**config.mk**
```make
export PLATFORM = sky130hd
export DESIGN_NAME = aops_top
export DESIGN_NICKNAME = d
export VERILOG_FILES = /design/src/inc/aops_pkg.sv /design/src/aops_top.sv /design/src/aops_reg8.sv
export SDC_FILE = /design/constraint.sdc
export NUM_CORES = 1
export LEC_CHECK = 0
export BUFFER_PORTS_ARGS = -buffer_cell sky130_fd_sc_hd__buf_2
export CAP_MARGIN = 20
export CORE_MARGIN = 2
export CORE_UTILIZATION = 58
export CTS_BUF_LIST = sky130_fd_sc_hd__clkbuf_8
export DETAILED_ROUTE_END_ITERATION = 16
export GPL_ROUTABILITY_DRIVEN = 0
export PLACE_DENSITY = 0.79
export SLEW_MARGIN = 40
export SYNTH_ARGS = -nofsm -noshare
export SYNTH_HDL_FRONTEND = slang
export SYNTH_HIERARCHICAL = 1
export SYNTH_SLANG_ARGS = --single-unit
```
**constraint.sdc**
```tcl
create_clock -name CLK_SYS_I -period 1.84 [get_ports CLK_SYS_I]
set_input_delay 0.276 -clock CLK_SYS_I [delete_from_list [all_inputs] [get_ports CLK_SYS_I]]
set_output_delay 0.276 -clock CLK_SYS_I [all_outputs]
set_load 0.005 [all_outputs]
```
**src/inc/aops_pkg.sv**
```systemverilog
package aops_pkg;
  // Register offsets on the serial register port
  localparam logic [7:0] AOPS_OFS_OB_LOW = 8'h0a;
  localparam logic [7:0] AOPS_OFS_OB_MID = 8'h0b;
  localparam logic [7:0] AOPS_OFS_OB_HIGH = 8'h0c;
  localparam logic [7:0] AOPS_OFS_MASK = 8'h0d;
  localparam logic [7:0] AOPS_OFS_CTRL = 8'h0e;
  localparam logic [7:0] AOPS_RESET_VAL = 8'h00;
  // Output buffer bit positions
  localparam int AOPS_LOW_LANE_B_FIVE = 7;
  localparam int AOPS_LOW_INPUT_BIT_CLOCK = 3;
  localparam int AOPS_MID_FRAME_CLOCK = 4;
  localparam int AOPS_MID_LANE_B_SIX = 0;
  localparam int AOPS_HIGH_LANE_A_SIX = 1;
  localparam int AOPS_HIGH_LANE_A_FIVE = 0;
  // Mask bit positions
  localparam int AOPS_MASK_KEEP_CLK = 3;
  localparam int AOPS_MASK_KEEP_REFAMP = 2;
  localparam int AOPS_MASK_BANDGAP_OFF = 1;
  // Control bit positions
  localparam int AOPS_CTL_PIN_IS_SYNC = 7;
  localparam int AOPS_CTL_REG_SYNC = 6;
  localparam int AOPS_CTL_REG_SYNC_EN = 5;
  localparam int AOPS_CTL_REF_OWNER = 3;
  localparam int AOPS_CTL_REF_SEL_HI = 2;
  localparam int AOPS_CTL_REF_SEL_LO = 1;
  localparam int AOPS_CTL_SE_CLK = 0;
  // Reference source encodings
  typedef enum logic [1:0] {
    AOPS_REF_INTERNAL = 2'h0,
    AOPS_REF_EXT_BUFFERED = 2'h1,
    AOPS_REF_EXTERNAL = 2'h2,
    AOPS_REF_UNUSED = 2'h3
  } aops_ref_t;
endpackage : aops_pkg

```
**src/aops_top.sv**
```systemverilog
`timescale 1ns/1ps
// Notes on behaviour
// - Each set disable bit powers down its mapped output driver; clear keeps it on.
// - Bit map: low 7 lane B5, 3 input clock; mid 4 frame, 0 B6; high 1 A6, 0 A5.
// - Input clock buffer also needs external enables; output bit clock has own control.
// - Mask bit 3 set keeps sampling clock buffer alive in whole-chip sleep.
// - Mask bit 2 set keeps reference amplifier alive in whole-chip sleep.
// - Mask bit 1 set powers bandgap down in sleep; clear keeps it on.
// - Control bit 7 chooses shared pin function: sleep when 0, sync when 1.
// - Toggling control bit 6 issues sync, only while bit 5 enables register sync.
// - Control bit 6 holds its written value and never clears itself.
// - Control bit 5 takes sync from the register instead of the shared pin.
// - Control bit 3 gives reference and clock choice to register over reference pin.
// - Reference field: 00 internal, 01 buffered external, 10 external, 11 unused.
// - Control bit 0, while bit 3 is set, picks single-ended clock and powers down differential buffer.
// - Whole-chip sleep switches off clock buffers and reference amp unless the mask spares them; bandgap only with mask bit 1.
module aops_top
  import aops_pkg::*;
(
  // Clock and reset
  input wire logic CLK_SYS_I,
  input wire logic SRST_I,
  // Serial register port, decoded
  input wire logic REG_WR_I,
  input wire logic [7:0] REG_ADDR_I,
  input wire logic [7:0] REG_WDATA_I,
  output logic [7:0] REG_RDATA_O,
  // Device pins and neighbouring controls
  input wire logic SHARED_SYNC_SLEEP_PIN_I,
  input wire logic REFERENCE_BUFFER_PIN_I,
  input wire logic WHOLE_CHIP_SLEEP_REG_I,
  input wire logic INPUT_CLOCK_ENABLE_A_I,
  input wire logic INPUT_CLOCK_ENABLE_B_I,
  input wire logic OUTPUT_BIT_CLOCK_OFF_I,
  // Output driver power downs
  output logic LANE_B_FIVE_OFF_O,
  output logic LANE_B_SIX_OFF_O,
  output logic LANE_A_FIVE_OFF_O,
  output logic LANE_A_SIX_OFF_O,
  output logic FRAME_CLOCK_OFF_O,
  output logic INPUT_BIT_CLOCK_OFF_O,
  output logic OUTPUT_BIT_CLOCK_OFF_O,
  // Analog power controls
  output logic WHOLE_CHIP_SLEEP_O,
  output logic CLOCK_BUFFER_OFF_O,
  output logic DIFF_CLOCK_BUFFER_OFF_O,
  output logic REFERENCE_AMP_OFF_O,
  output logic BANDGAP_OFF_O,
  // Reference and clock selection
  output logic REF_FROM_REGISTER_O,
  output logic [1:0] REFERENCE_SOURCE_O,
  output logic SINGLE_ENDED_CLOCK_SELECT_O,
  // Sync command pulse
  output logic SYNC_PULSE_O
);

  logic [7:0] ob_low;
  logic [7:0] ob_mid;
  logic [7:0] ob_high;
  logic [7:0] mask;
  logic [7:0] ctrl;
  logic [7:0] next_rdata;
  logic reg_sync_prev;
  logic pin_prev;
  logic sleep_now;
  logic reg_sync_edge;
  logic pin_sync_edge;

  function automatic logic [7:0] pick_reg(input logic [7:0] a);
    case (a)
      AOPS_OFS_OB_LOW: pick_reg = ob_low;
      AOPS_OFS_OB_MID: pick_reg = ob_mid;
      AOPS_OFS_OB_HIGH: pick_reg = ob_high;
      AOPS_OFS_MASK: pick_reg = mask;
      AOPS_OFS_CTRL: pick_reg = ctrl;
      default: pick_reg = 8'h00;
    endcase
  endfunction : pick_reg

  // Register storage, all zero at reset
  aops_reg8 #(.ADDR(AOPS_OFS_OB_LOW)) u_ob_low (
    .clk_i(CLK_SYS_I), .srst_i(SRST_I), .wr_i(REG_WR_I), .addr_i(REG_ADDR_I),
    .wdata_i(REG_WDATA_I), .q_o(ob_low)
  );
  aops_reg8 #(.ADDR(AOPS_OFS_OB_MID)) u_ob_mid (
    .clk_i(CLK_SYS_I), .srst_i(SRST_I), .wr_i(REG_WR_I), .addr_i(REG_ADDR_I),
    .wdata_i(REG_WDATA_I), .q_o(ob_mid)
  );
  aops_reg8 #(.ADDR(AOPS_OFS_OB_HIGH)) u_ob_high (
    .clk_i(CLK_SYS_I), .srst_i(SRST_I), .wr_i(REG_WR_I), .addr_i(REG_ADDR_I),
    .wdata_i(REG_WDATA_I), .q_o(ob_high)
  );
  aops_reg8 #(.ADDR(AOPS_OFS_MASK)) u_mask (
    .clk_i(CLK_SYS_I), .srst_i(SRST_I), .wr_i(REG_WR_I), .addr_i(REG_ADDR_I),
    .wdata_i(REG_WDATA_I), .q_o(mask)
  );
  // Bit 6 stays as written; no self clear
  aops_reg8 #(.ADDR(AOPS_OFS_CTRL)) u_ctrl (
    .clk_i(CLK_SYS_I), .srst_i(SRST_I), .wr_i(REG_WR_I), .addr_i(REG_ADDR_I),
    .wdata_i(REG_WDATA_I), .q_o(ctrl)
  );

  // Readback of stored bytes; unmapped reads as zero
  always_comb begin
    next_rdata = pick_reg(REG_ADDR_I);
  end

  always_ff @(posedge CLK_SYS_I) begin
    if (SRST_I) begin
      REG_RDATA_O <= AOPS_RESET_VAL;
    end else begin
      REG_RDATA_O <= next_rdata;
    end
  end

  // Shared pin sleeps only when configured as sleep
  assign sleep_now = WHOLE_CHIP_SLEEP_REG_I
                     || (SHARED_SYNC_SLEEP_PIN_I && !ctrl[AOPS_CTL_PIN_IS_SYNC]);

  // Register sync on any toggle of bit 6, gated by enable
  assign reg_sync_edge = (ctrl[AOPS_CTL_REG_SYNC] != reg_sync_prev)
                         && ctrl[AOPS_CTL_REG_SYNC_EN];
  // Pin sync on rising level while bit 7 sets the pin to sync, unless register owns sync
  assign pin_sync_edge = SHARED_SYNC_SLEEP_PIN_I && !pin_prev
                         && ctrl[AOPS_CTL_PIN_IS_SYNC]
                         && !ctrl[AOPS_CTL_REG_SYNC_EN];

  always_ff @(posedge CLK_SYS_I) begin
    if (SRST_I) begin
      reg_sync_prev <= 1'b0;
      pin_prev <= 1'b0;
      SYNC_PULSE_O <= 1'b0;
    end else begin
      reg_sync_prev <= ctrl[AOPS_CTL_REG_SYNC];
      pin_prev <= SHARED_SYNC_SLEEP_PIN_I;
      SYNC_PULSE_O <= reg_sync_edge || pin_sync_edge;
    end
  end

  // Output driver power downs
  always_ff @(posedge CLK_SYS_I) begin
    if (SRST_I) begin
      LANE_B_FIVE_OFF_O <= 1'b0;
      LANE_B_SIX_OFF_O <= 1'b0;
      LANE_A_FIVE_OFF_O <= 1'b0;
      LANE_A_SIX_OFF_O <= 1'b0;
      FRAME_CLOCK_OFF_O <= 1'b0;
      INPUT_BIT_CLOCK_OFF_O <= 1'b1;
      OUTPUT_BIT_CLOCK_OFF_O <= 1'b0;
    end else begin
      LANE_B_FIVE_OFF_O <= ob_low[AOPS_LOW_LANE_B_FIVE];
      LANE_B_SIX_OFF_O <= ob_mid[AOPS_MID_LANE_B_SIX];
      LANE_A_FIVE_OFF_O <= ob_high[AOPS_HIGH_LANE_A_FIVE];
      LANE_A_SIX_OFF_O <= ob_high[AOPS_HIGH_LANE_A_SIX];
      FRAME_CLOCK_OFF_O <= ob_mid[AOPS_MID_FRAME_CLOCK];
      // Input clock buffer needs both outside enables too
      INPUT_BIT_CLOCK_OFF_O <= ob_low[AOPS_LOW_INPUT_BIT_CLOCK]
                               || !INPUT_CLOCK_ENABLE_A_I
                               || !INPUT_CLOCK_ENABLE_B_I;
      // Not reachable from the disable bytes by design
      OUTPUT_BIT_CLOCK_OFF_O <= OUTPUT_BIT_CLOCK_OFF_I;
    end
  end

  // Analog power and reference selection
  always_ff @(posedge CLK_SYS_I) begin
    if (SRST_I) begin
      WHOLE_CHIP_SLEEP_O <= 1'b0;
      CLOCK_BUFFER_OFF_O <= 1'b0;
      DIFF_CLOCK_BUFFER_OFF_O <= 1'b0;
      REFERENCE_AMP_OFF_O <= 1'b0;
      BANDGAP_OFF_O <= 1'b0;
      REF_FROM_REGISTER_O <= 1'b0;
      REFERENCE_SOURCE_O <= AOPS_REF_INTERNAL;
      SINGLE_ENDED_CLOCK_SELECT_O <= 1'b0;
    end else begin
      WHOLE_CHIP_SLEEP_O <= sleep_now;
      CLOCK_BUFFER_OFF_O <= sleep_now && !mask[AOPS_MASK_KEEP_CLK];
      REFERENCE_AMP_OFF_O <= sleep_now && !mask[AOPS_MASK_KEEP_REFAMP];
      BANDGAP_OFF_O <= sleep_now && mask[AOPS_MASK_BANDGAP_OFF];
      REF_FROM_REGISTER_O <= ctrl[AOPS_CTL_REF_OWNER];
      if (ctrl[AOPS_CTL_REF_OWNER]) begin
        REFERENCE_SOURCE_O <= ctrl[AOPS_CTL_REF_SEL_HI:AOPS_CTL_REF_SEL_LO];
        SINGLE_ENDED_CLOCK_SELECT_O <= ctrl[AOPS_CTL_SE_CLK];
      end else begin
        // Pin only picks internal versus buffered external
        REFERENCE_SOURCE_O <= REFERENCE_BUFFER_PIN_I ? AOPS_REF_EXT_BUFFERED
                                                     : AOPS_REF_INTERNAL;
        SINGLE_ENDED_CLOCK_SELECT_O <= 1'b0;
      end
      // Single-ended clock parks the differential buffer
      DIFF_CLOCK_BUFFER_OFF_O <= (ctrl[AOPS_CTL_REF_OWNER] && ctrl[AOPS_CTL_SE_CLK])
                                 || (sleep_now && !mask[AOPS_MASK_KEEP_CLK]);
    end
  end

endmodule : aops_top

```
**src/aops_reg8.sv**
```systemverilog
`timescale 1ns/1ps
// One byte-wide register with write strobe and address match
module aops_reg8 #(
  parameter logic [7:0] ADDR = 8'h00
) (
  input wire logic clk_i,
  input wire logic srst_i,
  input wire logic wr_i,
  input wire logic [7:0] addr_i,
  input wire logic [7:0] wdata_i,
  output logic [7:0] q_o
);
  always_ff @(posedge clk_i) begin
    if (srst_i) begin
      q_o <= 8'h00;
    end else if (wr_i && addr_i == ADDR) begin
      q_o <= wdata_i;
    end
  end
endmodule : aops_reg8

```
==> flow_summary.json <==
{
  "ys_seq_area_frac": 0.425,
  "ir_drop_mv": 0.921,
  "synth_warnings": 6,
  "syn_area_mm2": 0.00316,
  "dp_hpwl_um": 4680,
  "p_switching_uw": 656,
  "design_area_mm2": 0.00374,
  "end_kind": "flop",
  "synth_compound_area_frac": 0.0575,
  "synth_top_family_by_area": "simple AND/OR/NAND/NOR gates",
  "place_area_mm2": 0.00352,
  "insertion_delay_ps": 340,
  "cts_max_path_buffers": 2,
  "grt_max_degree": 38,
  "hp-class": "primary input to flop",
  "firstDrtPassIters": 4,
  "synth_mux_area_frac": 0.169,
  "synthAdderAreaFrac": 0,
  "critPathMaxStageDelay_ps": 430,
  "path_buf_inv": 2,
  "cpMaxStageDelayCell": "or3b_4",
  "power_frac_clock": 0.440,
  "worstPathRequired_ps": 2100,
  "cts_htree_levels": 3,
  "drive_gt1_frac": 0.273,
  "wl_per_cell_um": 15.4,
  "finalSetupTns_ps": 0,
  "hold_buffers": 0,
  "synth_cell_types": 41,
  "die_height_um": 77.8,
  "die_w_um": 77.8,
  "num_rows": 26,
  "drv_cap": 0,
  "setup_viol": 0,
  "worst_pin_slew_ps": 593,
  "rsz0062_at_grt": "false",
  "fin_cells": 432,
  "synthSimpleGateAreaFrac": 0.319,
  "ios": 50,
  "crit_chain": "buf_2 > or3b_4 > nor4_4 > buf_4 > mux2i_1",
  "fin_skew_ps": 11.4,
  "clock.fmax_mhz": 786,
  "drcViolationCount": 0,
  "overflow": 0,
  "io_buffers": 49,
  "syn_area_per_cell_um2": 10.7,
  "vias_per_cell": 5.38,
  "cts_resized": 0,
  "final_cell_mix": "nand2b_1, dfxtp_1, buf_2, mux2i_1, buf_4",
  "grt_pass1_wl_um": 10900,
  "grt_pass1_vias": 2264,
  "nets": 382,
  "rrSetupSlack_ps": 780,
  "worst-endpoint-arrival_ps": 1530,
  "fin_crit_sh": 0.691,
  "wl_um": 6640,
  "switching_share": 0.218,
  "worst_hold_slack_ps": 139,
  "hold_viol": 0,
  "crit_path_start_kind": "primary input",
  "drtIter0Drc": 98,
  "ant_nets": 0,
  "path_clk_slew_ps": 70,
  "status": "finished clean",
  "syn-num-nets": 321,
  "place_ws_ps": 249,
  "synth_edf_count": 0,
  "synth_seq_cells": 67,
  "leakage_uw": 0.00142,
  "final-max-slew-violation-count": 0,
  "crit_family": "simple AND/OR/NAND/NOR gates",
  "synth-async-reset-ratio": 0,
  "grt_antenna_before_repair": 0,
  "dpl.cell_count": 416,
  "final_common_cell": "nand2b_1",
  "combPwrFrac": 0.074,
  "antenna_cells": 0,
  "p_per_area_mw_per_mm2": 805,
  "setup.worst_path.class": "primary input to flop",
  "post_cts_buffers": 0,
  "netlist_instances": 296,
  "synth_ff_type": "dfxtp_1",
  "cp_max_fo": 16,
  "fin_crit_ps": 1270,
  "clock-sinks": 67,
  "design.die.area_mm2": 0.00605,
  "track_usage": 0.234,
  "p_int_uw": 2350,
  "cts_tree": "done",
  "synth-xor-area-share": 0.00277,
  "cts-root-buf": "clkbuf_8",
  "power.share.sequential": 0.487,
  "cts-buffers-inserted": 9,
  "start_util": 0.610,
  "final.setup.worst_slack_ps": 568,
  "vias": 2325,
  "relSlewSlack": 0.605,
  "area_delta_synth_final_pct": 18.4,
  "core_area_mm2": 0.00517
}
final timing paths:
path,from,end,depth (start not counted)
max reg2reg,u_ctrl/q_o[5]$_SDFFE_PP0P_,REG_RDATA_O[5]$_SDFF_PP0_,3
min reg2reg,u_mask/q_o[1]$_SDFFE_PP0P_,BANDGAP_OFF_O$_SDFF_PP0_,2
max,REG_ADDR_I[0],u_mask/q_o[4]$_SDFFE_PP0P_,5
min,INPUT_CLOCK_ENABLE_B_I,INPUT_BIT_CLOCK_OFF_O$_SDFF_PP1_,2
cells in the mapped netlist, types with 2 or more instances:
| cell | number | area share |
|---|---|---|
| nor2_1 | 6 | 0.0071 |
| clkbuf_1 | 7 | 0.0083 |
| a21oi_1 | 8 | 0.013 |
| and2_1 | 2 | 0.0040 |
| nand2_1 | 5 | 0.0059 |
| nand3b_1 | 9 | 0.021 |
| dfxtp_1 | 67 | 0.42 |
| inv_1 | 2 | 0.0024 |
| nand2b_1 | 80 | 0.16 |
| a21o_1 | 4 | 0.0095 |
| nand4b_1 | 4 | 0.011 |
| nor4_4 | 4 | 0.027 |
| a32oi_1 | 3 | 0.0083 |
| nor2b_1 | 10 | 0.020 |
| a22oi_1 | 4 | 0.0095 |
| buf_6 | 3 | 0.011 |
| mux2i_1 | 41 | 0.13 |
| o21bai_1 | 2 | 0.0048 |
| and3b_1 | 3 | 0.0083 |
| or3b_4 | 2 | 0.0071 |
| mux2_1 | 2 | 0.0071 |
| mux2_2 | 9 | 0.032 |
layer usage:
layer  part of all wire  global-route usage  vias up  routed length (um)
met2               0.50               0.404       56                3320
met1               0.44               0.277     1108                2930
met3              0.047              0.0709       10                 313
met4              0.012              0.0750        0                  79
met5                  0                   0        -                   0
li1                   -                   -     1151                   -
kinds of logic after synthesis:
family / Yosys count
DFF: 67
AOI/OAI and AO/OA: 24
buffers and inverters: 15
and+or+nand+nor: 137
muxes: 52
xor gates and xnor gates: 1
power by group through the flow:
stage	registers (uW)	logic [uW]	clock network (uW)
2_1_floorplan	1500	120	0
3_3_place_gp	1500	216	0
3_5_place_dp	1500	222	0
4_1_cts	1460	222	1350
5_1_grt	1460	241	1410
6_report	1460	222	1320
registers in the layout (all words and copies together) (netlist names), 2 cells and up:
name                count
REG_RDATA_O             8
u_ctrl/q_o              8
u_mask/q_o              8
u_ob_high/q_o           8
u_ob_low/q_o            8
u_ob_mid/q_o            8
REFERENCE_SOURCE_O      2
per-stage QoR:
stage / total power, uW / utilization
4_1_cts: 3040 / 0.722
2_1_floorplan: 1620 / -
3_5_place_dp: 1720 / 0.680
3_3_place_gp: 1710 / 0.680
6_report: 3010 / 0.722
5_1_grt: 3120 / 0.722
cell type report:
type	instances	area (um^2)
well taps	70	87.6
clock inverters	6	81.3
repair buffers	63	350
clock buffers	10	138
flip-flops and latches	67	1340
inverters	2	7.51
multi-input cells	214	1730
fillers	403	1440
worst register-to-register path: cells and delay by family, from the launching register on:
family | cells | cell delay (ps)
muxes | 1 | 320
DFF | 1 | 360
AOI/OAI and AO/OA | 2 | 270
Power figures use the tool's default switching activity.
